===== src/pkg/adc_ctrl_pkg.sv =====
/*
  Shared constants and types for the converter serial control block:
  control byte layout, acquisition mode codes, edge counts and timing.
  Assumes a 100 MHz core clock; every user names items as adc_ctrl_pkg::name.
*/
package adc_ctrl_pkg;
  // Control byte layout, bit 7 is the start bit
  localparam int CTRL_BITS = 8;
  localparam int BIT_START = 7;
  localparam int BIT_POLARITY = 6;
  localparam int BIT_CLK_SRC = 5;
  localparam int BIT_MODE_HI = 4;
  localparam int BIT_MODE_LO = 3;
  localparam int BIT_GP2 = 2;
  localparam int BIT_GP1 = 1;
  localparam int BIT_GP0 = 0;
  // Mode field codes
  localparam logic [1:0] MODE_SHORT = 2'h0;
  localparam logic [1:0] MODE_CAL = 2'h1;
  localparam logic [1:0] MODE_PDOWN = 2'h2;
  localparam logic [1:0] MODE_LONG = 2'h3;
  // Receive counts: conversion starts after bit 7, byte ends at bit 8
  localparam logic [3:0] BITS_AT_START = 4'h7;
  localparam logic [3:0] BITS_PER_BYTE = 4'h8;
  // Falling serial clock counts after the start bit, external clock
  localparam logic [5:0] EXT_SHORT_STROBE = 6'h07;
  localparam logic [5:0] EXT_LONG_STROBE = 6'h0f;
  localparam logic [5:0] EXT_SHORT_TOTAL = 6'h18;
  localparam logic [5:0] EXT_LONG_TOTAL = 6'h20;
  // Result word
  localparam int RESULT_BITS = 14;
  localparam logic [4:0] RESULT_LEN = 5'h0e;
  // Internal conversion time, a longest time, so it rounds down
  localparam int CLK_PERIOD_NS = 10;
  localparam int CONV_MAX_NS = 7000;
  localparam int CONV_CYCLES = CONV_MAX_NS / CLK_PERIOD_NS;
  // Cycles from the timer match to the strobe rise: flag, push, store, load
  localparam int INT_DONE_LAG = 4;
  localparam int CAL_CYCLES_DEFAULT = 80000;
  localparam int TIMER_W = 17;
  // Reset values: bipolar, internal clock, outputs low
  localparam logic RESET_CLK_INT = 1'b1;
  localparam logic RESET_UNIPOLAR = 1'b0;
  localparam logic [2:0] GP_RESET = 3'h0;
  // Sequencer states
  typedef enum logic [2:0] {
    ST_HUNT = 3'b000,
    ST_RECV = 3'b001,
    ST_EXT_CONV = 3'b010,
    ST_INT_CONV = 3'b011,
    ST_CAL = 3'b100,
    ST_PDOWN = 3'b101
  } op_state_t;
endpackage


===== src/pkg/stream_if.sv =====
/*
  Valid/ready word channel between the sequencer and the result buffer.
  Assumes both ends run on the same core clock.
*/
`timescale 1ns/1ns
`default_nettype none
interface stream_if #(parameter int WIDTH = 14);
  logic valid; // Word offered
  logic ready; // Word can be taken
  logic [WIDTH-1:0] data; // Word itself
  modport src (output valid, output data, input ready);
  modport snk (input valid, input data, output ready);
endinterface
`default_nettype wire


===== src/hw/pin_sync.sv =====
/*
  Two-flop synchronisers for pins plus edge flags on the synchronised level.
  Assumes pins are asynchronous to core_clk; edge flags last one core cycle.
*/
`timescale 1ns/1ns
`default_nettype none
module pin_sync #(
  parameter int W = 4,
  parameter logic [W-1:0] RST_VAL = '0
) (
  input wire logic core_clk,
  input wire logic rst_b,
  input wire logic [W-1:0] pin,
  output logic [W-1:0] level,
  output logic [W-1:0] rise,
  output logic [W-1:0] fall
);
  logic [W-1:0] meta; // First stage, read only by the second
  logic [W-1:0] prev; // Last level, for edge finding

  genvar i;
  generate
    for (i = 0; i < W; i++) begin : g_sync
      // Two-stage capture and one history stage per pin
      always_ff @(posedge core_clk) begin
        if (!rst_b) begin
          meta[i] <= RST_VAL[i];
          level[i] <= RST_VAL[i];
          prev[i] <= RST_VAL[i];
        end else begin
          meta[i] <= pin[i];
          level[i] <= meta[i];
          prev[i] <= level[i];
        end
      end
      assign rise[i] = level[i] & ~prev[i];
      assign fall[i] = ~level[i] & prev[i];
    end
  endgenerate
endmodule
`default_nettype wire


===== src/hw/result_buffer.sv =====
/*
  Small result FIFO with valid/ready on both sides.
  Assumes one core clock; ready drops when full, valid drops when empty.
*/
`timescale 1ns/1ns
`default_nettype none
module result_buffer #(
  parameter int WIDTH = 14,
  parameter int DEPTH = 2
) (
  input wire logic core_clk,
  input wire logic rst_b,
  stream_if.snk fill,
  stream_if.src drain
);
  localparam int PW = (DEPTH > 1) ? $clog2(DEPTH) : 1;
  localparam logic [PW:0] FULL_COUNT = (PW + 1)'(DEPTH);
  localparam logic [PW-1:0] LAST_SLOT = PW'(DEPTH - 1);

  logic [WIDTH-1:0] mem [DEPTH]; // Storage slots
  logic [PW-1:0] wr_ptr; // Next slot to fill
  logic [PW-1:0] rd_ptr; // Oldest slot
  logic [PW:0] count; // Words held
  wire do_wr = fill.valid && fill.ready;
  wire do_rd = drain.valid && drain.ready;

  assign fill.ready = (count != FULL_COUNT);
  assign drain.valid = (count != '0);
  assign drain.data = mem[rd_ptr];

  // Pointer and occupancy tracking
  always_ff @(posedge core_clk) begin
    if (!rst_b) begin
      wr_ptr <= '0;
      rd_ptr <= '0;
      count <= '0;
    end else begin
      if (do_wr) wr_ptr <= (wr_ptr == LAST_SLOT) ? '0 : wr_ptr + 1'b1;
      if (do_rd) rd_ptr <= (rd_ptr == LAST_SLOT) ? '0 : rd_ptr + 1'b1;
      if (do_wr && !do_rd) count <= count + 1'b1;
      else if (do_rd && !do_wr) count <= count - 1'b1;
    end
  end

  // Word storage, no reset needed
  always_ff @(posedge core_clk) begin
    if (do_wr) mem[wr_ptr] <= fill.data;
  end
endmodule
`default_nettype wire


===== src/hw/adc_serial_control.sv =====
/*
  Serial control and readout sequencer of a 14-bit successive-approximation
  converter: control byte capture, start detection, conversion strobe,
  calibration and power-down sequencing, result shifting, port outputs.
  Assumes serial pins are asynchronous and much slower than core_clk, and
  that conv_code is the converter core's offset-binary word on core_clk.
*/
// Functional notes
// - Port outputs follow control bits 2..0 together
// - Port outputs zero on reset, held in shutdown
// - Low shutdown pin suspends all conversion
// - Low reset returns every state to power-on
// - Data input sampled on rising serial edges
// - Leading zeros ignored, first one is MSB
// - Result changes on falling edges, floats when deselected
// - Bytes accepted only with chip select low
// - Select pulse re-arms start, new start aborts
// - Bit 5 picks conversion clock source
// - Bit 6 polarity applies to its conversion
// - Short external: strobe after fall 7, MSB fall 8
// - Long external: strobe after fall 15, MSB fall 16
// - External strobe rests low, floats when deselected
// - External conversion pauses while chip select high
// - Internal strobe low during conversion, max 7us
// - Internal result stored, MSB at strobe rise
// - Internal strobe always driven
// - Unipolar straight binary, bipolar two's complement, MSB first
// - Conversion starts on fall after seventh bit
// - Clock source one internal, zero external
// - Mode codes short, calibrate, power-down, long
// - Polarity one unipolar, zero bipolar
// - Calibration strobe sense depends on clock mode
`timescale 1ns/1ns
`default_nettype none
module adc_serial_control #(
  parameter int CAL_CYCLES = adc_ctrl_pkg::CAL_CYCLES_DEFAULT,
  parameter int CONV_CYCLES = adc_ctrl_pkg::CONV_CYCLES,
  parameter int BUF_DEPTH = 2
) (
  input wire logic core_clk,
  input wire logic rst_b,
  input wire logic sclk,
  input wire logic cs_n,
  input wire logic din,
  input wire logic shutdown_n,
  input wire logic [adc_ctrl_pkg::RESULT_BITS-1:0] conv_code,
  output logic dout,
  output logic dout_oe,
  output logic conversion_strobe,
  output logic conversion_strobe_oe,
  output logic gp_out_bit0,
  output logic gp_out_bit1,
  output logic gp_out_bit2,
  output logic unipolar_mode,
  output logic powered_down
);
  localparam int RB = adc_ctrl_pkg::RESULT_BITS;
  localparam int TW = adc_ctrl_pkg::TIMER_W;
  // Stop the timer early so the strobe rise, which trails the match by the
  // completion flag, buffer write and readout load, still meets the limit
  localparam logic [TW-1:0] CONV_LAST = TW'(CONV_CYCLES - adc_ctrl_pkg::INT_DONE_LAG);
  localparam logic [TW-1:0] CAL_LAST = TW'(CAL_CYCLES - 1);

  // Picks a control field bit while seven bits are held, bit k at k-1
  function automatic logic ctl_bit(input logic [6:0] held, input int pos);
    ctl_bit = held[pos-1];
  endfunction

  // Maps the core's offset-binary word to the output coding
  function automatic logic [RB-1:0] code_word(input logic [RB-1:0] raw,
                                             input logic uni);
    code_word = uni ? raw : {~raw[RB-1], raw[RB-2:0]};
  endfunction

  // Synchronised pins: index 0 sclk, 1 cs_n, 2 din, 3 shutdown_n
  logic [3:0] pin_level; // Synchronised levels
  logic [3:0] pin_rise; // Rising edge flags
  logic [3:0] pin_fall; // Falling edge flags

  pin_sync #(.W(4), .RST_VAL(4'ha)) u_sync (
    .core_clk(core_clk),
    .rst_b(rst_b),
    .pin({shutdown_n, din, cs_n, sclk}),
    .level(pin_level),
    .rise(pin_rise),
    .fall(pin_fall)
  );

  wire cs_low = !pin_level[1]; // Chip selected
  wire cs_fell = pin_fall[1]; // Select just asserted
  wire din_s = pin_level[2]; // Data bit at the rising edge
  wire shutdown_n_on = !pin_level[3]; // Hardware shutdown active
  wire shutdown_n_off = pin_rise[3]; // Shutdown just released
  wire rx_rise = pin_rise[0] && cs_low;
  wire rx_fall = pin_fall[0] && cs_low;

  // Sequencer and receiver state
  adc_ctrl_pkg::op_state_t state; // Operation in progress
  logic hunting; // Looking for a start bit
  logic [3:0] bit_cnt; // Control bits received
  logic [6:0] ctrl; // Control bits so far, MSB first
  logic [5:0] fcnt; // Falling edges since the start bit
  logic [TW-1:0] timer; // Internal conversion and calibration timer
  logic clk_int; // Conversion clock source of the current operation
  logic long_acq; // Long acquisition for the current operation
  logic conv_done; // Internal completion, registered ahead of readout
  logic push; // Result word offered to the buffer
  logic [RB-1:0] push_word; // Word offered
  logic [RB-1:0] sh; // Readout shift register
  logic [4:0] left; // Bits still to shift out

  stream_if #(.WIDTH(RB)) to_buf ();
  stream_if #(.WIDTH(RB)) from_buf ();

  assign to_buf.valid = push;
  assign to_buf.data = push_word;
  assign from_buf.ready = (left == '0);

  result_buffer #(.WIDTH(RB), .DEPTH(BUF_DEPTH)) u_buf (
    .core_clk(core_clk),
    .rst_b(rst_b),
    .fill(to_buf),
    .drain(from_buf)
  );

  // Decoding of the byte in flight and of edge positions
  wire start_bit = rx_rise && hunting && din_s;
  wire next_bit = rx_rise && !hunting && (bit_cnt != '0) &&
                  (bit_cnt != adc_ctrl_pkg::BITS_PER_BYTE);
  wire byte_done = next_bit &&
                   (bit_cnt == adc_ctrl_pkg::BITS_AT_START);
  wire [1:0] mode_now = {ctl_bit(ctrl, adc_ctrl_pkg::BIT_MODE_HI),
                         ctl_bit(ctrl, adc_ctrl_pkg::BIT_MODE_LO)};
  wire start_now = (state == adc_ctrl_pkg::ST_RECV) && rx_fall &&
                   (bit_cnt == adc_ctrl_pkg::BITS_AT_START);
  wire src_int_now = ctl_bit(ctrl, adc_ctrl_pkg::BIT_CLK_SRC);
  wire uni_now = ctl_bit(ctrl, adc_ctrl_pkg::BIT_POLARITY);
  wire is_conv_mode = (mode_now == adc_ctrl_pkg::MODE_SHORT) ||
                      (mode_now == adc_ctrl_pkg::MODE_LONG);
  wire ext_start = start_now && is_conv_mode && !src_int_now;
  wire cur_ext = ext_start || (state == adc_ctrl_pkg::ST_EXT_CONV);
  wire cur_long = start_now ? (mode_now == adc_ctrl_pkg::MODE_LONG) : long_acq;
  wire cur_uni = start_now ? uni_now : unipolar_mode;
  wire [5:0] fcnt_next = fcnt + 6'h01;
  wire [5:0] strobe_edge = cur_long ? adc_ctrl_pkg::EXT_LONG_STROBE
                                    : adc_ctrl_pkg::EXT_SHORT_STROBE;
  wire [5:0] total_edge = cur_long ? adc_ctrl_pkg::EXT_LONG_TOTAL
                                   : adc_ctrl_pkg::EXT_SHORT_TOTAL;
  wire ext_hit = rx_fall && cur_ext && (fcnt_next == strobe_edge);
  wire ext_end = rx_fall && (state == adc_ctrl_pkg::ST_EXT_CONV) &&
                 (fcnt_next == total_edge);
  wire int_finish = (state == adc_ctrl_pkg::ST_INT_CONV) && conv_done &&
                    to_buf.ready;
  wire cal_end = (state == adc_ctrl_pkg::ST_CAL) && (timer == CAL_LAST);
  wire op_end = ext_end || int_finish || cal_end;
  wire shift_fall = clk_int ? pin_fall[0] : rx_fall;
  // Internal result reaches the shifter; the strobe rises with the MSB
  wire int_load = clk_int && from_buf.valid && from_buf.ready;

  // Control byte receiver: start hunt, MSB-first shift, re-arm
  always_ff @(posedge core_clk) begin
    if (!rst_b) begin
      hunting <= 1'b1;
      bit_cnt <= '0;
      ctrl <= '0;
    end else if (shutdown_n_on) begin
      hunting <= 1'b0;
      bit_cnt <= '0;
    end else if (shutdown_n_off || cs_fell || op_end) begin
      // Re-arm outranks a start bit landing in the same cycle
      hunting <= 1'b1;
      bit_cnt <= '0;
    end else if (start_bit) begin
      hunting <= 1'b0;
      ctrl <= 7'h01;
      bit_cnt <= 4'h1;
    end else if (next_bit) begin
      ctrl <= {ctrl[5:0], din_s};
      bit_cnt <= bit_cnt + 4'h1;
    end
  end

  // Port outputs take the three low bits when the byte completes
  always_ff @(posedge core_clk) begin
    if (!rst_b) begin
      {gp_out_bit2, gp_out_bit1, gp_out_bit0} <= adc_ctrl_pkg::GP_RESET;
    end else if (byte_done) begin
      gp_out_bit2 <= ctrl[adc_ctrl_pkg::BIT_GP2 - 1];
      gp_out_bit1 <= ctrl[adc_ctrl_pkg::BIT_GP1 - 1];
      gp_out_bit0 <= din_s;
    end
  end

  // Operation sequencer
  always_ff @(posedge core_clk) begin
    if (!rst_b) begin
      state <= adc_ctrl_pkg::ST_HUNT;
      fcnt <= '0;
      timer <= '0;
      clk_int <= adc_ctrl_pkg::RESET_CLK_INT;
      unipolar_mode <= adc_ctrl_pkg::RESET_UNIPOLAR;
      long_acq <= 1'b0;
      conversion_strobe <= 1'b0;
    end else if (shutdown_n_on) begin
      state <= adc_ctrl_pkg::ST_PDOWN;
      if (!clk_int) conversion_strobe <= 1'b0;
    end else if (start_bit) begin
      state <= adc_ctrl_pkg::ST_RECV;
      fcnt <= '0;
      if (!clk_int) conversion_strobe <= 1'b0;
    end else begin
      // Raised before the case, so a new internal start can still lower it
      if (int_load) conversion_strobe <= 1'b1;
      case (state)
        adc_ctrl_pkg::ST_HUNT, adc_ctrl_pkg::ST_PDOWN: begin
          if (shutdown_n_off) state <= adc_ctrl_pkg::ST_HUNT;
        end
        adc_ctrl_pkg::ST_RECV: begin
          if (rx_fall) fcnt <= fcnt_next;
          if (start_now) begin
            clk_int <= src_int_now;
            unipolar_mode <= uni_now;
            long_acq <= (mode_now == adc_ctrl_pkg::MODE_LONG);
            timer <= '0;
            case (mode_now)
              adc_ctrl_pkg::MODE_CAL: begin
                state <= adc_ctrl_pkg::ST_CAL;
                conversion_strobe <= !src_int_now;
              end
              adc_ctrl_pkg::MODE_PDOWN: begin
                state <= adc_ctrl_pkg::ST_PDOWN;
              end
              default: begin
                if (src_int_now) begin
                  state <= adc_ctrl_pkg::ST_INT_CONV;
                  conversion_strobe <= 1'b0;
                end else begin
                  state <= adc_ctrl_pkg::ST_EXT_CONV;
                  conversion_strobe <= ext_hit;
                end
              end
            endcase
          end
        end
        adc_ctrl_pkg::ST_EXT_CONV: begin
          if (rx_fall) begin
            fcnt <= fcnt_next;
            conversion_strobe <= ext_hit;
            if (ext_end) state <= adc_ctrl_pkg::ST_HUNT;
          end
        end
        adc_ctrl_pkg::ST_INT_CONV: begin
          if (!conv_done) timer <= timer + 1'b1;
          if (int_finish) begin
            // Strobe waits for the word to pass the buffer, see int_load
            state <= adc_ctrl_pkg::ST_HUNT;
          end
        end
        adc_ctrl_pkg::ST_CAL: begin
          timer <= timer + 1'b1;
          if (cal_end) begin
            conversion_strobe <= clk_int;
            state <= adc_ctrl_pkg::ST_HUNT;
          end
        end
        default: begin
          state <= adc_ctrl_pkg::ST_HUNT;
        end
      endcase
    end
  end

  // Internal conversion completion flag, one register ahead of readout
  always_ff @(posedge core_clk) begin
    if (!rst_b) begin
      conv_done <= 1'b0;
    end else if (state != adc_ctrl_pkg::ST_INT_CONV || start_bit || shutdown_n_on) begin
      conv_done <= 1'b0;
    end else if (timer == CONV_LAST) begin
      conv_done <= 1'b1;
    end
  end

  // Result word offered to the buffer at the sampling point
  always_ff @(posedge core_clk) begin
    if (!rst_b) begin
      push <= 1'b0;
      push_word <= '0;
    end else if (push && !to_buf.ready) begin
      // A refused word is held until the buffer frees a slot
      push <= 1'b1;
    end else begin
      push <= ext_hit || (int_finish && !push);
      push_word <= code_word(conv_code, cur_uni);
    end
  end

  // Readout shifter: MSB first, falling serial edges
  always_ff @(posedge core_clk) begin
    if (!rst_b) begin
      sh <= '0;
      left <= '0;
      dout <= 1'b0;
    end else if (start_bit && !clk_int) begin
      // An aborted external readout must not leak its old bits
      left <= '0;
    end else if (from_buf.valid && from_buf.ready) begin
      if (clk_int) begin
        dout <= from_buf.data[RB-1];
        sh <= {from_buf.data[RB-2:0], 1'b0};
        left <= adc_ctrl_pkg::RESULT_LEN - 5'h01;
      end else begin
        sh <= from_buf.data;
        left <= adc_ctrl_pkg::RESULT_LEN;
      end
    end else if (shift_fall) begin
      dout <= (left != '0) ? sh[RB-1] : 1'b0;
      if (left != '0) begin
        sh <= {sh[RB-2:0], 1'b0};
        left <= left - 5'h01;
      end
    end
  end

  // Pin drivers: data floats when deselected, strobe too but only in external mode
  always_ff @(posedge core_clk) begin
    if (!rst_b) begin
      dout_oe <= 1'b0;
      conversion_strobe_oe <= adc_ctrl_pkg::RESET_CLK_INT;
      powered_down <= 1'b0;
    end else begin
      // Enables lag the select pin by the synchroniser, about three cycles
      dout_oe <= cs_low;
      conversion_strobe_oe <= clk_int || cs_low;
      powered_down <= (state == adc_ctrl_pkg::ST_PDOWN);
    end
  end
endmodule
`default_nettype wire


===== config.mk =====
export PLATFORM = sky130hd
export DESIGN_NAME = adc_serial_control
export DESIGN_NICKNAME = d
export VERILOG_FILES = /design/src/pkg/adc_ctrl_pkg.sv /design/src/pkg/stream_if.sv /design/src/hw/pin_sync.sv /design/src/hw/result_buffer.sv /design/src/hw/adc_serial_control.sv
export SDC_FILE = /design/constraint.sdc
export NUM_CORES = 1
export LEC_CHECK = 0
export BUFFER_PORTS_ARGS = -buffer_cell sky130_fd_sc_hd__buf_2
export CAP_MARGIN = 25
export CORE_ASPECT_RATIO = 1.1
export CORE_MARGIN = 3
export CORE_UTILIZATION = 30
export CTS_CLUSTER_DIAMETER = 40
export DETAILED_ROUTE_END_ITERATION = 8
export SLEW_MARGIN = 10
export SYNTH_ARGS = -nofsm -noshare
export SYNTH_HDL_FRONTEND = slang
export SYNTH_SLANG_ARGS = --single-unit

===== constraint.sdc =====
create_clock -name core_clk -period 5.2 [get_ports core_clk]
set_input_delay 0.52 -clock core_clk [delete_from_list [all_inputs] [get_ports core_clk]]
set_output_delay 0.52 -clock core_clk [all_outputs]
set_load 0.03 [all_outputs]

* Yosys cells after proc, flatten, opt, wreduce, memory -nomap -nowiden *
Memory sizes are Yosys's and may differ from the RTL's. A register that Yosys moved wholly into a read port is not among the register bits.
Cells that the tools add are included.

cells by class
  muxes and demuxes = 61
  add/sub/neg operators = 8
  eq/ne operators = 31
  reduce and logical (&&, ||, !) cells = 77
  bitwise logic cells = 14

operator list
  operator               count
  $mux 14                5
  $pmux 17 s3            1
  $mux 6                 6
  $mux 17                2
  $logic_and 1x1->1      28
  $mux 1                 28
  $ne 4x4->1 const B     7
  $mux 3                 8
  $ne 2x2->1 const B     9
  $add 17x1->17 const B  1
  $eq 17x10->1 const B   1
  $eq 17x17->1 const B   1
  $mux 5                 3
  $pmux 3 s5             1
  $reduce_and 3->1       5
  $reduce_bool 2->1      7
  $reduce_and 6->1       2
  $logic_or 1x1->1       10
  $not 1->1              10
  $logic_not 1->1        9
  $reduce_or 2->1        4
  $add 6x1->6 const B    1
  $eq 3x2->1 const B     2
  $eq 3x3->1 const B     2
  30 further kinds       38

word-level totals
  bits in writable memories = 28
  memories = 1
  register bits = 98
  word-level logic and storage cells = 230

memory list
  memory     words  width  read ports  clocked after memory_dff  wr ports  line                 RTL
  u_buf.mem  2      14     1           1                         1         result_buffer.sv:20  logic [WIDTH-1:0] mem [DEPTH];

* Longest topological paths before layout *
Gate-level depths: netlist of run 1.

  word-level depth = 16
  depth in mapped cells = 11
  gate-level depth less buffers = 9

* Modules after synthesis *
From an unflattened synthesis of run 1, not the netlist that was laid out.

second synthesis, totals
  cells, all modules = 623
  area, all modules = 5879.4 um^2

by module, submodules not included
  module              instances  area an instance (um^2)  cells each
  adc_serial_control  1          4256.6                   523
  result_buffer       1          1246.2                   67
  pin_sync            1          376.6                    33

* Worst setup path after synthesis of run 1 *
Ideal clock, no wire load.

  path type = reg-to-reg
  start point = reg left[0]
  end point = reg u_buf.count[1]
  setup time = 0.070 ns
  period minus slack after synthesis = 2.376 ns
  stages on the path, launching flop included = 11
  arrival time = 2.305 ns
  path buffers = 2
  path slack = 2.824 ns
  required time = 5.130 ns
  path through = dfxtp_1 > inv_1 > ha_1 > nor4b_2 > and2_1 > buf_2 > inv_2 > clkbuf_1 > ha_1 > or3_1 > a21oi_1

on the way
  longest elaborated chain between the ends = 5
  elaborated cells between the ends (all ways) = 7
  those cells by class = mux (1); reduce/logical (6)

RTL lines
  item                                                line                       RTL
  from (decl)                                         adc_serial_control.sv:110  logic [4:0] left;
  from (signal assigned)                              adc_serial_control.sv:311  left <= adc_ctrl_pkg::RESULT_LEN - 5'h01;
  from (signal assigned)                              adc_serial_control.sv:314  left <= adc_ctrl_pkg::RESULT_LEN;
  from (signal assigned)                              adc_serial_control.sv:320  left <= left - 5'h01;
  $logic_not 5->1 (*)                                 adc_serial_control.sv:117  assign from_buf.ready = (left == '0);
  $logic_and 1x1->1 (*)                               result_buffer.sv:25        wire do_rd = drain.valid && drain.ready;
  $logic_not 1->1                                     result_buffer.sv:40        if (do_wr && !do_rd) count <= count + 1'b1;
  $logic_and 1x1->1                                   result_buffer.sv:40
  $mux 2 / $reduce_bool 2->1 (equally long branches)  -
  to (signal assigned)                                result_buffer.sv:40
  to (signal assigned)                                result_buffer.sv:41        else if (do_rd && !do_wr) count <= count - 1'b1;
  to (decl)                                           result_buffer.sv:23        logic [PW:0] count;

Mark *: on every way between the ends. The rest lies on a longest branch, timed or not.
A chain may end at the register's enable or synchronous reset.

* Final worst setup path of run 1 *
  start point = reg left[0]
  end point = reg sh[10]

on the way
  longest elaborated chain between the ends = 4
  elaborated cells between the ends (all ways) = 7
  those cells by class = mux (1); reduce/logical (6)

RTL lines
  item                                line                       RTL
  $logic_not 5->1                     adc_serial_control.sv:117
  $logic_and 1x1->1                   adc_serial_control.sv:307  end else if (from_buf.valid && from_buf.ready) begin
  $reduce_bool 2->1 (no source line)  -
  $reduce_and 3->1 (no source line)   -
  to (signal assigned)                adc_serial_control.sv:310  sh <= {from_buf.data[RB-2:0], 1'b0};
  to (signal assigned)                adc_serial_control.sv:313  sh <= from_buf.data;
  to (signal assigned)                adc_serial_control.sv:319  sh <= {sh[RB-2:0], 1'b0};
  to (decl)                           adc_serial_control.sv:109  logic [RB-1:0] sh;

Several ways; a longest one is shown, not always the timed one.

==> impl_metrics.xml, run 1 <==
<?xml version="1.0" encoding="UTF-8"?>
<metrics>
  <group name="critical_path">
    <metric name="timing.critical_path.from_type" unit="">flip-flop</metric>
    <metric name="timing.critical_path.to" unit="">sh[10]</metric>
    <metric name="critPathArrivalTime" unit="ns">3.20</metric>
    <metric name="criticalPathCategory" unit="">reg2reg</metric>
    <metric name="critPathLaunch" unit="">left[0]</metric>
    <metric name="critical_path_required" unit="ns">5.52</metric>
    <metric name="r2r.worst_path.cells" unit="">8</metric>
    <metric name="critical_path.endpoint_type" unit="">flip-flop</metric>
    <metric name="reg2reg_slack" unit="ns">2.33</metric>
    <metric name="reg2reg_from" unit="">left[0]</metric>
    <metric name="crit-reg2reg-capture" unit="">sh[10]</metric>
    <metric name="path_max_fanout" unit="">32</metric>
  </group>
  <group name="yosys">
    <metric name="synth_warnings" unit="">0</metric>
    <metric name="synth_enable_flop_cells" unit="">28</metric>
    <metric name="synth_cells" unit="">654</metric>
    <metric name="syn_area" unit="um2">6137</metric>
    <metric name="synthArstFlopShare" unit="">0</metric>
    <metric name="seq_area_frac_synth" unit="">0.4599</metric>
    <metric name="syn_avg_cell_area" unit="um2">9.384</metric>
    <metric name="most_instantiated_flip_flop_cell_in_the_synthesis_netlist" unit="">sky130_fd_sc_hd__dfxtp_1</metric>
    <metric name="synth-seq-cells" unit="">127</metric>
    <metric name="synthDistinctLibCells" unit="">74</metric>
    <metric name="synth.net_count" unit="">687</metric>
  </group>
  <group name="power_and_ir_drop">
    <metric name="ir_drop" unit="mV">0.1865</metric>
    <metric name="power.switching" unit="W">0.0008003</metric>
    <metric name="total_leakage_power" unit="nW">2.518</metric>
    <metric name="pwr-share-clk" unit="">0.432</metric>
    <metric name="power.combinational.fraction" unit="">0.141</metric>
    <metric name="cellInternalPower" unit="W">0.001936</metric>
    <metric name="seqPwrFrac" unit="">0.427</metric>
    <metric name="power.switching_fraction" unit="">0.2925</metric>
    <metric name="powerDensity" unit="nW/um2">387.6</metric>
  </group>
  <group name="floorplan">
    <metric name="design.portCount" unit="">29</metric>
    <metric name="die_w" unit="um">142.4</metric>
    <metric name="die_height" unit="um">156.0</metric>
    <metric name="fp.coreArea" unit="um2">19930</metric>
    <metric name="dieArea" unit="um2">22210</metric>
    <metric name="start_util" unit="">0.3079</metric>
    <metric name="placement_rows" unit="">54</metric>
  </group>
  <group name="routing">
    <metric name="drt-vias-per-instance" unit="">5.056</metric>
    <metric name="drc" unit="">0</metric>
    <metric name="finalWirelength" unit="mm">13.53</metric>
    <metric name="antenna_left" unit="">0</metric>
    <metric name="firstDrtPassIters" unit="">4</metric>
    <metric name="avgRoutedWirePerCell" unit="um">14.45</metric>
    <metric name="drt_iter0_drc" unit="">407</metric>
    <metric name="route.vias.total" unit="">4732</metric>
  </group>
  <group name="timing">
    <metric name="timing_hold_violations_final" unit="">0</metric>
    <metric name="grt_setup_unrepaired" unit="">no</metric>
    <metric name="report.final.setup_viol" unit="">0</metric>
    <metric name="finalCriticalPeriod" unit="ns">2.875</metric>
    <metric name="max_fclk" unit="GHz">0.3479</metric>
    <metric name="min_period_over_period" unit="">0.5528</metric>
    <metric name="fin_worst_skew" unit="ns">0.01343</metric>
    <metric name="final.setup.tns" unit="ns">0</metric>
    <metric name="final_max_slew_violation_count" unit="">0</metric>
    <metric name="max_slew_margin" unit="">0.3702</metric>
    <metric name="tightest_slew" unit="ns">0.9384</metric>
  </group>
  <group name="global_route">
    <metric name="first_pass_grt_wire_length" unit="mm">23.12</metric>
    <metric name="antenna_violations_before_repair" unit="">1</metric>
    <metric name="globalRouteTotalUtil" unit="">0.1279</metric>
    <metric name="grt_pass1_vias" unit="">4527</metric>
    <metric name="grt_overflow" unit="">0</metric>
    <metric name="grt_max_degree" unit="">47</metric>
  </group>
  <group name="cts">
    <metric name="cts_setup_buffers" unit="">0</metric>
    <metric name="cts.root.buffer_cell" unit="">sky130_fd_sc_hd__clkbuf_16</metric>
    <metric name="clkTransAtPathRegs" unit="ns">0.06</metric>
    <metric name="clock_tree_from_tritoncts" unit="">yes</metric>
    <metric name="clkSinkCount" unit="">127</metric>
    <metric name="insertion_delay" unit="ns">0.42</metric>
    <metric name="ctsHoldBuffers" unit="">0</metric>
    <metric name="post_cts.resized_instances" unit="">0</metric>
    <metric name="clock_tree.buffer_depth" unit="">2</metric>
    <metric name="total_clock_buffers_created_by_cts" unit="">17</metric>
    <metric name="cts.htree.levels" unit="">4</metric>
  </group>
  <group name="placement">
    <metric name="gp_routability_congestion" unit="">0.8262</metric>
    <metric name="post-place-cells" unit="">904</metric>
    <metric name="placedInstanceArea" unit="um2">6472</metric>
    <metric name="port_buffers" unit="">28</metric>
    <metric name="place.detailed.hpwl" unit="mm">9.237</metric>
  </group>
  <group name="final_layout">
    <metric name="finish.instance_area" unit="um2">7059</metric>
    <metric name="syn2layout_area_growth" unit="%">15.03</metric>
    <metric name="ratio_of_cells_with_drive_above_1_in_the_final_layout" unit="">0.1301</metric>
    <metric name="design.final.nets" unit="">704</metric>
    <metric name="antenna-diode-count" unit="">0</metric>
    <metric name="post_layout_nonfiller_instances" unit="">936</metric>
  </group>
  <group name="run_status">
    <metric name="status" unit="">completed</metric>
  </group>
  <group name="hold_path">
    <metric name="worst_hold_path_type" unit="">in2reg</metric>
  </group>
  <group name="job">
    <metric name="cap_viol_max_count" unit="">0</metric>
  </group>
</metrics>
-- synthesized netlist by cell type (11+ instances only) --
cell type | number | area (um2)
sky130_fd_sc_hd__nand2_1 | 75 | 281.5
sky130_fd_sc_hd__a21oi_1 | 44 | 220.2
sky130_fd_sc_hd__nor2_1 | 44 | 165.2
sky130_fd_sc_hd__inv_1 | 22 | 82.58
sky130_fd_sc_hd__or3_1 | 13 | 81.33
sky130_fd_sc_hd__clkbuf_1 | 22 | 82.58
sky130_fd_sc_hd__nand3_1 | 15 | 75.07
sky130_fd_sc_hd__and2_1 | 11 | 68.82
sky130_fd_sc_hd__dfxtp_1 | 99 | 1982
sky130_fd_sc_hd__o21ai_1 | 19 | 95.09
sky130_fd_sc_hd__nand2b_1 | 16 | 100.1
sky130_fd_sc_hd__mux2i_1 | 25 | 250.2
sky130_fd_sc_hd__edfxtp_1 | 28 | 840.8
sky130_fd_sc_hd__ha_1 | 13 | 162.7
sky130_fd_sc_hd__nor3_1 | 16 | 80.08
sky130_fd_sc_hd__a211oi_1 | 13 | 97.59
-- stage by stage --
step / power [W] / hold slack, ns / worst slack, ns / util
6_report: 0.002736 / 0.3003 / 2.325 / 0.3542
5_1_grt: 0.002877 / 0.2830 / 2.018 / 0.3542
4_1_cts: 0.002765 / 0.2727 / 2.311 / 0.3542
3_5_place_dp: 0.001574 / 0.3988 / 2.324 / 0.3247
3_3_place_gp: 0.001569 / 0.4108 / 2.423 / 0.3247
2_1_floorplan: 0.001494 / 0.3863 / 2.824 / -
-- power by group through the flow --
stage	registers, W	logic, W	clock network (W)
detailed placement	0.00119	0.000388	0
CTS	0.00117	0.000389	0.00121
finish	0.00117	0.000386	0.00118
global placement	0.00119	0.000381	0
global route	0.00118	0.000436	0.00126
floorplan	0.00117	0.000323	0
-- state kept, by name, summed over array words and instances (netlist names), 4 cells and up, named ones only --
| name | cells |
|---|---|
| bit_cnt | 4 |
| ctrl | 6 |
| fcnt | 6 |
| left | 5 |
| push_word | 14 |
| sh | 14 |
| timer | 17 |
| u_buf.mem | 28 |
| u_sync.level | 4 |
| u_sync.meta | 4 |
-- final cells by class --
| type | instances | area, um2 |
|---|---|---|
| clock buffer | 17 | 425.4 |
| clock inverter | 15 | 161.4 |
| fill | 2013 | 12870 |
| inverter | 24 | 90.09 |
| multi-input combinational | 467 | 3059 |
| sequential | 127 | 2823 |
| tap | 252 | 315.3 |
| timing repair buffer | 34 | 185.2 |
-- metal layers --
| metal | routed length (um) | vias to the layer above | GRT usage |
|---|---|---|---|
| li1 | - | 2425 | - |
| met1 | 6662 | 2203 | 0.1730 |
| met2 | 6011 | 87 | 0.1932 |
| met3 | 602 | 15 | 0.03801 |
| met4 | 243 | 2 | 0.04799 |
| met5 | 7 | - | 0 |
-- worst max-delay path: stages, from the launching register on --
cell	delay, ns
sky130_fd_sc_hd__dfxtp_1	0.32
sky130_fd_sc_hd__inv_1	0.10
sky130_fd_sc_hd__ha_1	0.15
sky130_fd_sc_hd__nor4b_2	0.48
sky130_fd_sc_hd__and2_1	0.44
sky130_fd_sc_hd__inv_2	0.31
sky130_fd_sc_hd__a2bb2oi_4	0.61
sky130_fd_sc_hd__nor2_1	0.09
sky130_fd_sc_hd__a311oi_1	0.26
-- kinds of logic after synthesis --
family | share of synthesized area
and+or+nand+nor | 0.2253
AOI/OAI and AO/OA | 0.1690
DFF | 0.4599
buffers and inverters | 0.04159
muxes | 0.05912
xor gates and xnor gates | 0.01855
adders and majority gates | 0.02650
-- worst min path at each step --
stage,slack [ns],from,endpoint,depth (start not counted)
floorplan,0.39,u_sync.meta[1],u_sync.level[1],1
global placement,0.41,u_sync.meta[1],u_sync.level[1],1
detailed placement,0.40,u_sync.meta[1],u_sync.level[1],1
CTS,0.27,shutdown_n,u_sync.meta[3],2
global route,0.28,cs_n,u_sync.meta[1],2
finish,0.30,shutdown_n,u_sync.meta[3],2
-- cells in the final DEF, fill, tap and decap left out, types with 11 or more instances in the layout --
master / count
sky130_fd_sc_hd__a211oi_1: 13
sky130_fd_sc_hd__a21oi_1: 44
sky130_fd_sc_hd__and2_1: 11
sky130_fd_sc_hd__buf_2: 28
sky130_fd_sc_hd__clkbuf_16: 17
sky130_fd_sc_hd__dfxtp_1: 99
sky130_fd_sc_hd__edfxtp_1: 28
sky130_fd_sc_hd__ha_1: 13
sky130_fd_sc_hd__inv_1: 22
sky130_fd_sc_hd__mux2i_1: 25
sky130_fd_sc_hd__nand2_1: 75
sky130_fd_sc_hd__nand2b_1: 16
sky130_fd_sc_hd__nand3_1: 15
sky130_fd_sc_hd__nor2_1: 44
sky130_fd_sc_hd__nor3_1: 16
sky130_fd_sc_hd__o21ai_1: 19
sky130_fd_sc_hd__or3_1: 13
(Power assumes the default switching activity.)
==> run 2: changes to the inputs <==
==> constraint.sdc (replaced) <==
create_clock -name core_clk -period 2.35 [get_ports core_clk]
set_input_delay 0.235 -clock core_clk [delete_from_list [all_inputs] [get_ports core_clk]]
set_output_delay 0.235 -clock core_clk [all_outputs]
set_load 0.03 [all_outputs]
==> run 2 against run 1 <==
Against the previous run: combinational power grew to 2.6 times the previous value; register-to-register slack lost 2.2 ns; global-route usage about the same; hold slack lost 0.28 ns; clock power grew 120%; via count grew 2.9%; highest routed layer is now met4.
==> impl_metrics.xml, run 2 (synthesis gave the netlist of run 1 again) <==
<?xml version="1.0" encoding="UTF-8"?>
<metrics>
  <group name="hold_path">
    <metric name="worst_hold_path_type" unit="">in2reg</metric>
    <metric name="holdCritStartpoint" unit="">cs_n</metric>
    <metric name="hold_ep" unit="">u_sync.meta[1]</metric>
    <metric name="worst_hold_path.num_cells" unit="">2</metric>
  </group>
  <group name="final_layout">
    <metric name="layout_commonest_cell" unit="">sky130_fd_sc_hd__dfxtp_1</metric>
    <metric name="ratio_of_cells_with_drive_above_1_in_the_final_layout" unit="">0.1606</metric>
    <metric name="post_layout_nonfiller_instances" unit="">962</metric>
    <metric name="mostFrequentLayoutCells" unit="">sky130_fd_sc_hd__dfxtp_1, sky130_fd_sc_hd__nand2_1, sky130_fd_sc_hd__a21oi_1, sky130_fd_sc_hd__nor2_1, sky130_fd_sc_hd__buf_4</metric>
    <metric name="design.final.nets" unit="">730</metric>
    <metric name="syn2layout_area_growth" unit="%">18.59</metric>
    <metric name="layout_top_registers" unit="">u_buf.mem x28, timer x17</metric>
    <metric name="flip_flop_count_of_the_largest_register_all_copies_and_words_added" unit="">28</metric>
    <metric name="antenna-diode-count" unit="">0</metric>
    <metric name="largest_register" unit="">u_buf.mem</metric>
    <metric name="finish.instance_area" unit="um2">7278</metric>
  </group>
  <group name="critical_path">
    <metric name="timing.critical_path.from_type" unit="">flip-flop</metric>
    <metric name="crit_buf_inv" unit="">0</metric>
    <metric name="critical_path_cell_with_the_highest_stage_delay" unit="">sky130_fd_sc_hd__or4b_1</metric>
    <metric name="crit-reg2reg-capture" unit="">bit_cnt[0]</metric>
    <metric name="path_cells" unit="">ha_1 -&gt; xnor2_1 -&gt; and3_1 -&gt; or4b_1 -&gt; o21ai_2 -&gt; a211oi_1</metric>
    <metric name="reg2reg_from" unit="">fcnt[0]</metric>
    <metric name="r2r.worst_path.cells" unit="">6</metric>
    <metric name="cp_top_family" unit="">simple AND/OR/NAND/NOR gates</metric>
    <metric name="critical-path-max-stage-delay" unit="ns">0.49</metric>
    <metric name="critical_path_required" unit="ns">2.63</metric>
    <metric name="critical_path.endpoint_type" unit="">flip-flop</metric>
    <metric name="path_max_fanout" unit="">7</metric>
    <metric name="reg2reg_slack" unit="ns">0.16</metric>
    <metric name="criticalPathCategory" unit="">reg2reg</metric>
    <metric name="critical_path_depth" unit="">6</metric>
    <metric name="critPathArrivalTime" unit="ns">2.47</metric>
  </group>
  <group name="timing">
    <metric name="timing_hold_violations_final" unit="">0</metric>
    <metric name="report.final.setup_viol" unit="">0</metric>
    <metric name="finalCriticalPeriod" unit="ns">2.188</metric>
    <metric name="tightest_slew" unit="ns">0.6229</metric>
    <metric name="final.setup.worst_slack" unit="ns">0.1617</metric>
    <metric name="hold-worst-slack" unit="ns">0.01866</metric>
    <metric name="max_slew_margin" unit="">0.5842</metric>
    <metric name="grt_setup_unrepaired" unit="">no</metric>
    <metric name="fin_worst_skew" unit="ns">0.008525</metric>
    <metric name="max_fclk" unit="GHz">0.4570</metric>
    <metric name="final_max_slew_violation_count" unit="">0</metric>
    <metric name="min_period_over_period" unit="">0.9312</metric>
    <metric name="final.setup.tns" unit="ns">0</metric>
  </group>
  <group name="power_and_ir_drop">
    <metric name="ir_drop" unit="mV">0.3707</metric>
    <metric name="total_leakage_power" unit="nW">2.651</metric>
    <metric name="powerDensity" unit="nW/um2">842.5</metric>
  </group>
  <group name="routing">
    <metric name="finalWirelength" unit="mm">13.97</metric>
    <metric name="drc" unit="">0</metric>
    <metric name="drt-vias-per-instance" unit="">5.061</metric>
    <metric name="drt_iter0_drc" unit="">274</metric>
    <metric name="antenna_left" unit="">0</metric>
    <metric name="avgRoutedWirePerCell" unit="um">14.52</metric>
    <metric name="route.vias.total" unit="">4869</metric>
    <metric name="firstDrtPassIters" unit="">5</metric>
  </group>
  <group name="cts">
    <metric name="cts.root.buffer_cell" unit="">sky130_fd_sc_hd__clkbuf_16</metric>
    <metric name="clkSinkCount" unit="">127</metric>
    <metric name="ctsHoldBuffers" unit="">0</metric>
    <metric name="clock_tree_from_tritoncts" unit="">yes</metric>
    <metric name="cts.htree.levels" unit="">4</metric>
    <metric name="insertion_delay" unit="ns">0.41</metric>
    <metric name="clock_tree.buffer_depth" unit="">2</metric>
    <metric name="total_clock_buffers_created_by_cts" unit="">17</metric>
    <metric name="clkTransAtPathRegs" unit="ns">0.06</metric>
  </group>
  <group name="run_status">
    <metric name="status" unit="">completed</metric>
  </group>
  <group name="floorplan">
    <metric name="die_height" unit="um">156.0</metric>
    <metric name="placement_rows" unit="">54</metric>
    <metric name="start_util" unit="">0.3079</metric>
    <metric name="design.portCount" unit="">29</metric>
    <metric name="dieArea" unit="um2">22210</metric>
    <metric name="fp.coreArea" unit="um2">19930</metric>
    <metric name="die_w" unit="um">142.4</metric>
  </group>
  <group name="placement">
    <metric name="placedInstanceArea" unit="um2">6679</metric>
    <metric name="gp_routability_congestion" unit="">0.8380</metric>
    <metric name="port_buffers" unit="">28</metric>
    <metric name="place.detailed.hpwl" unit="mm">9.483</metric>
    <metric name="pre_cts_slack" unit="ns">0.1434</metric>
    <metric name="post-place-cells" unit="">927</metric>
  </group>
  <group name="global_route">
    <metric name="antenna_violations_before_repair" unit="">0</metric>
    <metric name="first_pass_grt_wire_length" unit="mm">22.96</metric>
    <metric name="grt_max_degree" unit="">46</metric>
    <metric name="globalRouteTotalUtil" unit="">0.1282</metric>
    <metric name="grt_pass1_vias" unit="">4443</metric>
    <metric name="grt_overflow" unit="">0</metric>
  </group>
  <group name="job">
    <metric name="cap_viol_max_count" unit="">0</metric>
  </group>
</metrics>
-- run 2: cell count changes in the layout (fill, tap and decap cells not counted), moves of 2 or more --
| cell | change |
|---|---|
| sky130_fd_sc_hd__buf_12 | +2 |
| sky130_fd_sc_hd__inv_6 | -8 |
| sky130_fd_sc_hd__clkbuf_1 | +2 |
| sky130_fd_sc_hd__clkinv_4 | +4 |
| sky130_fd_sc_hd__buf_4 | +24 |
| sky130_fd_sc_hd__clkinvlp_4 | +2 |
| sky130_fd_sc_hd__inv_8 | -4 |
| sky130_fd_sc_hd__clkinv_2 | +3 |
-- run 2: metal layers --
layer	GRT usage	share of wire	up-vias	wire length [um]
met3	0.02851	0.043	23	607
met4	0.05342	0.019	0	270
met1	0.1725	0.49	2263	6842
li1	-	-	2476	-
met2	0.1990	0.45	107	6244
met5	0	0	-	0
-- run 2: final cells by class --
class                   instances  area (um2)
multi-input cells             467        3070
well taps                     252       315.3
flip-flops and latches        127        2823
clock inverters                13       141.4
clock buffers                  19       432.9
repair buffers                 60       405.4
fillers                      1965       12650
inverters                      24       90.09
-- run 2: stage by stage --
stage                 util  total power, W
detailed placement  0.3351        0.003589
global route        0.3652        0.006428
finish              0.3652        0.006132
global placement    0.3351        0.003583
floorplan                -        0.003325
CTS                 0.3639        0.006149
-- run 2: timing repair --
action	CTS	global route
resized for setup	0	1
setup buffers	0	2
setup endpoints to repair	0	3
-- run 2: worst max-delay path by stage --
stage               start             end  slack [ns]
6_report          fcnt[0]      bit_cnt[0]        0.16
5_1_grt           fcnt[0]      bit_cnt[0]       0.009
4_1_cts           left[0]  u_buf.count[1]        0.13
3_5_place_dp   bit_cnt[0]       timer[12]        0.14
3_3_place_gp     state[0]      bit_cnt[2]        0.15
2_1_floorplan     left[0]  u_buf.count[1]        0.07
-- run 2: power by group --
part | switching, W | internal, W
combinational | 0.000557 | 0.000462
clock | 0.000977 | 0.00156
sequential | 0.000151 | 0.00242
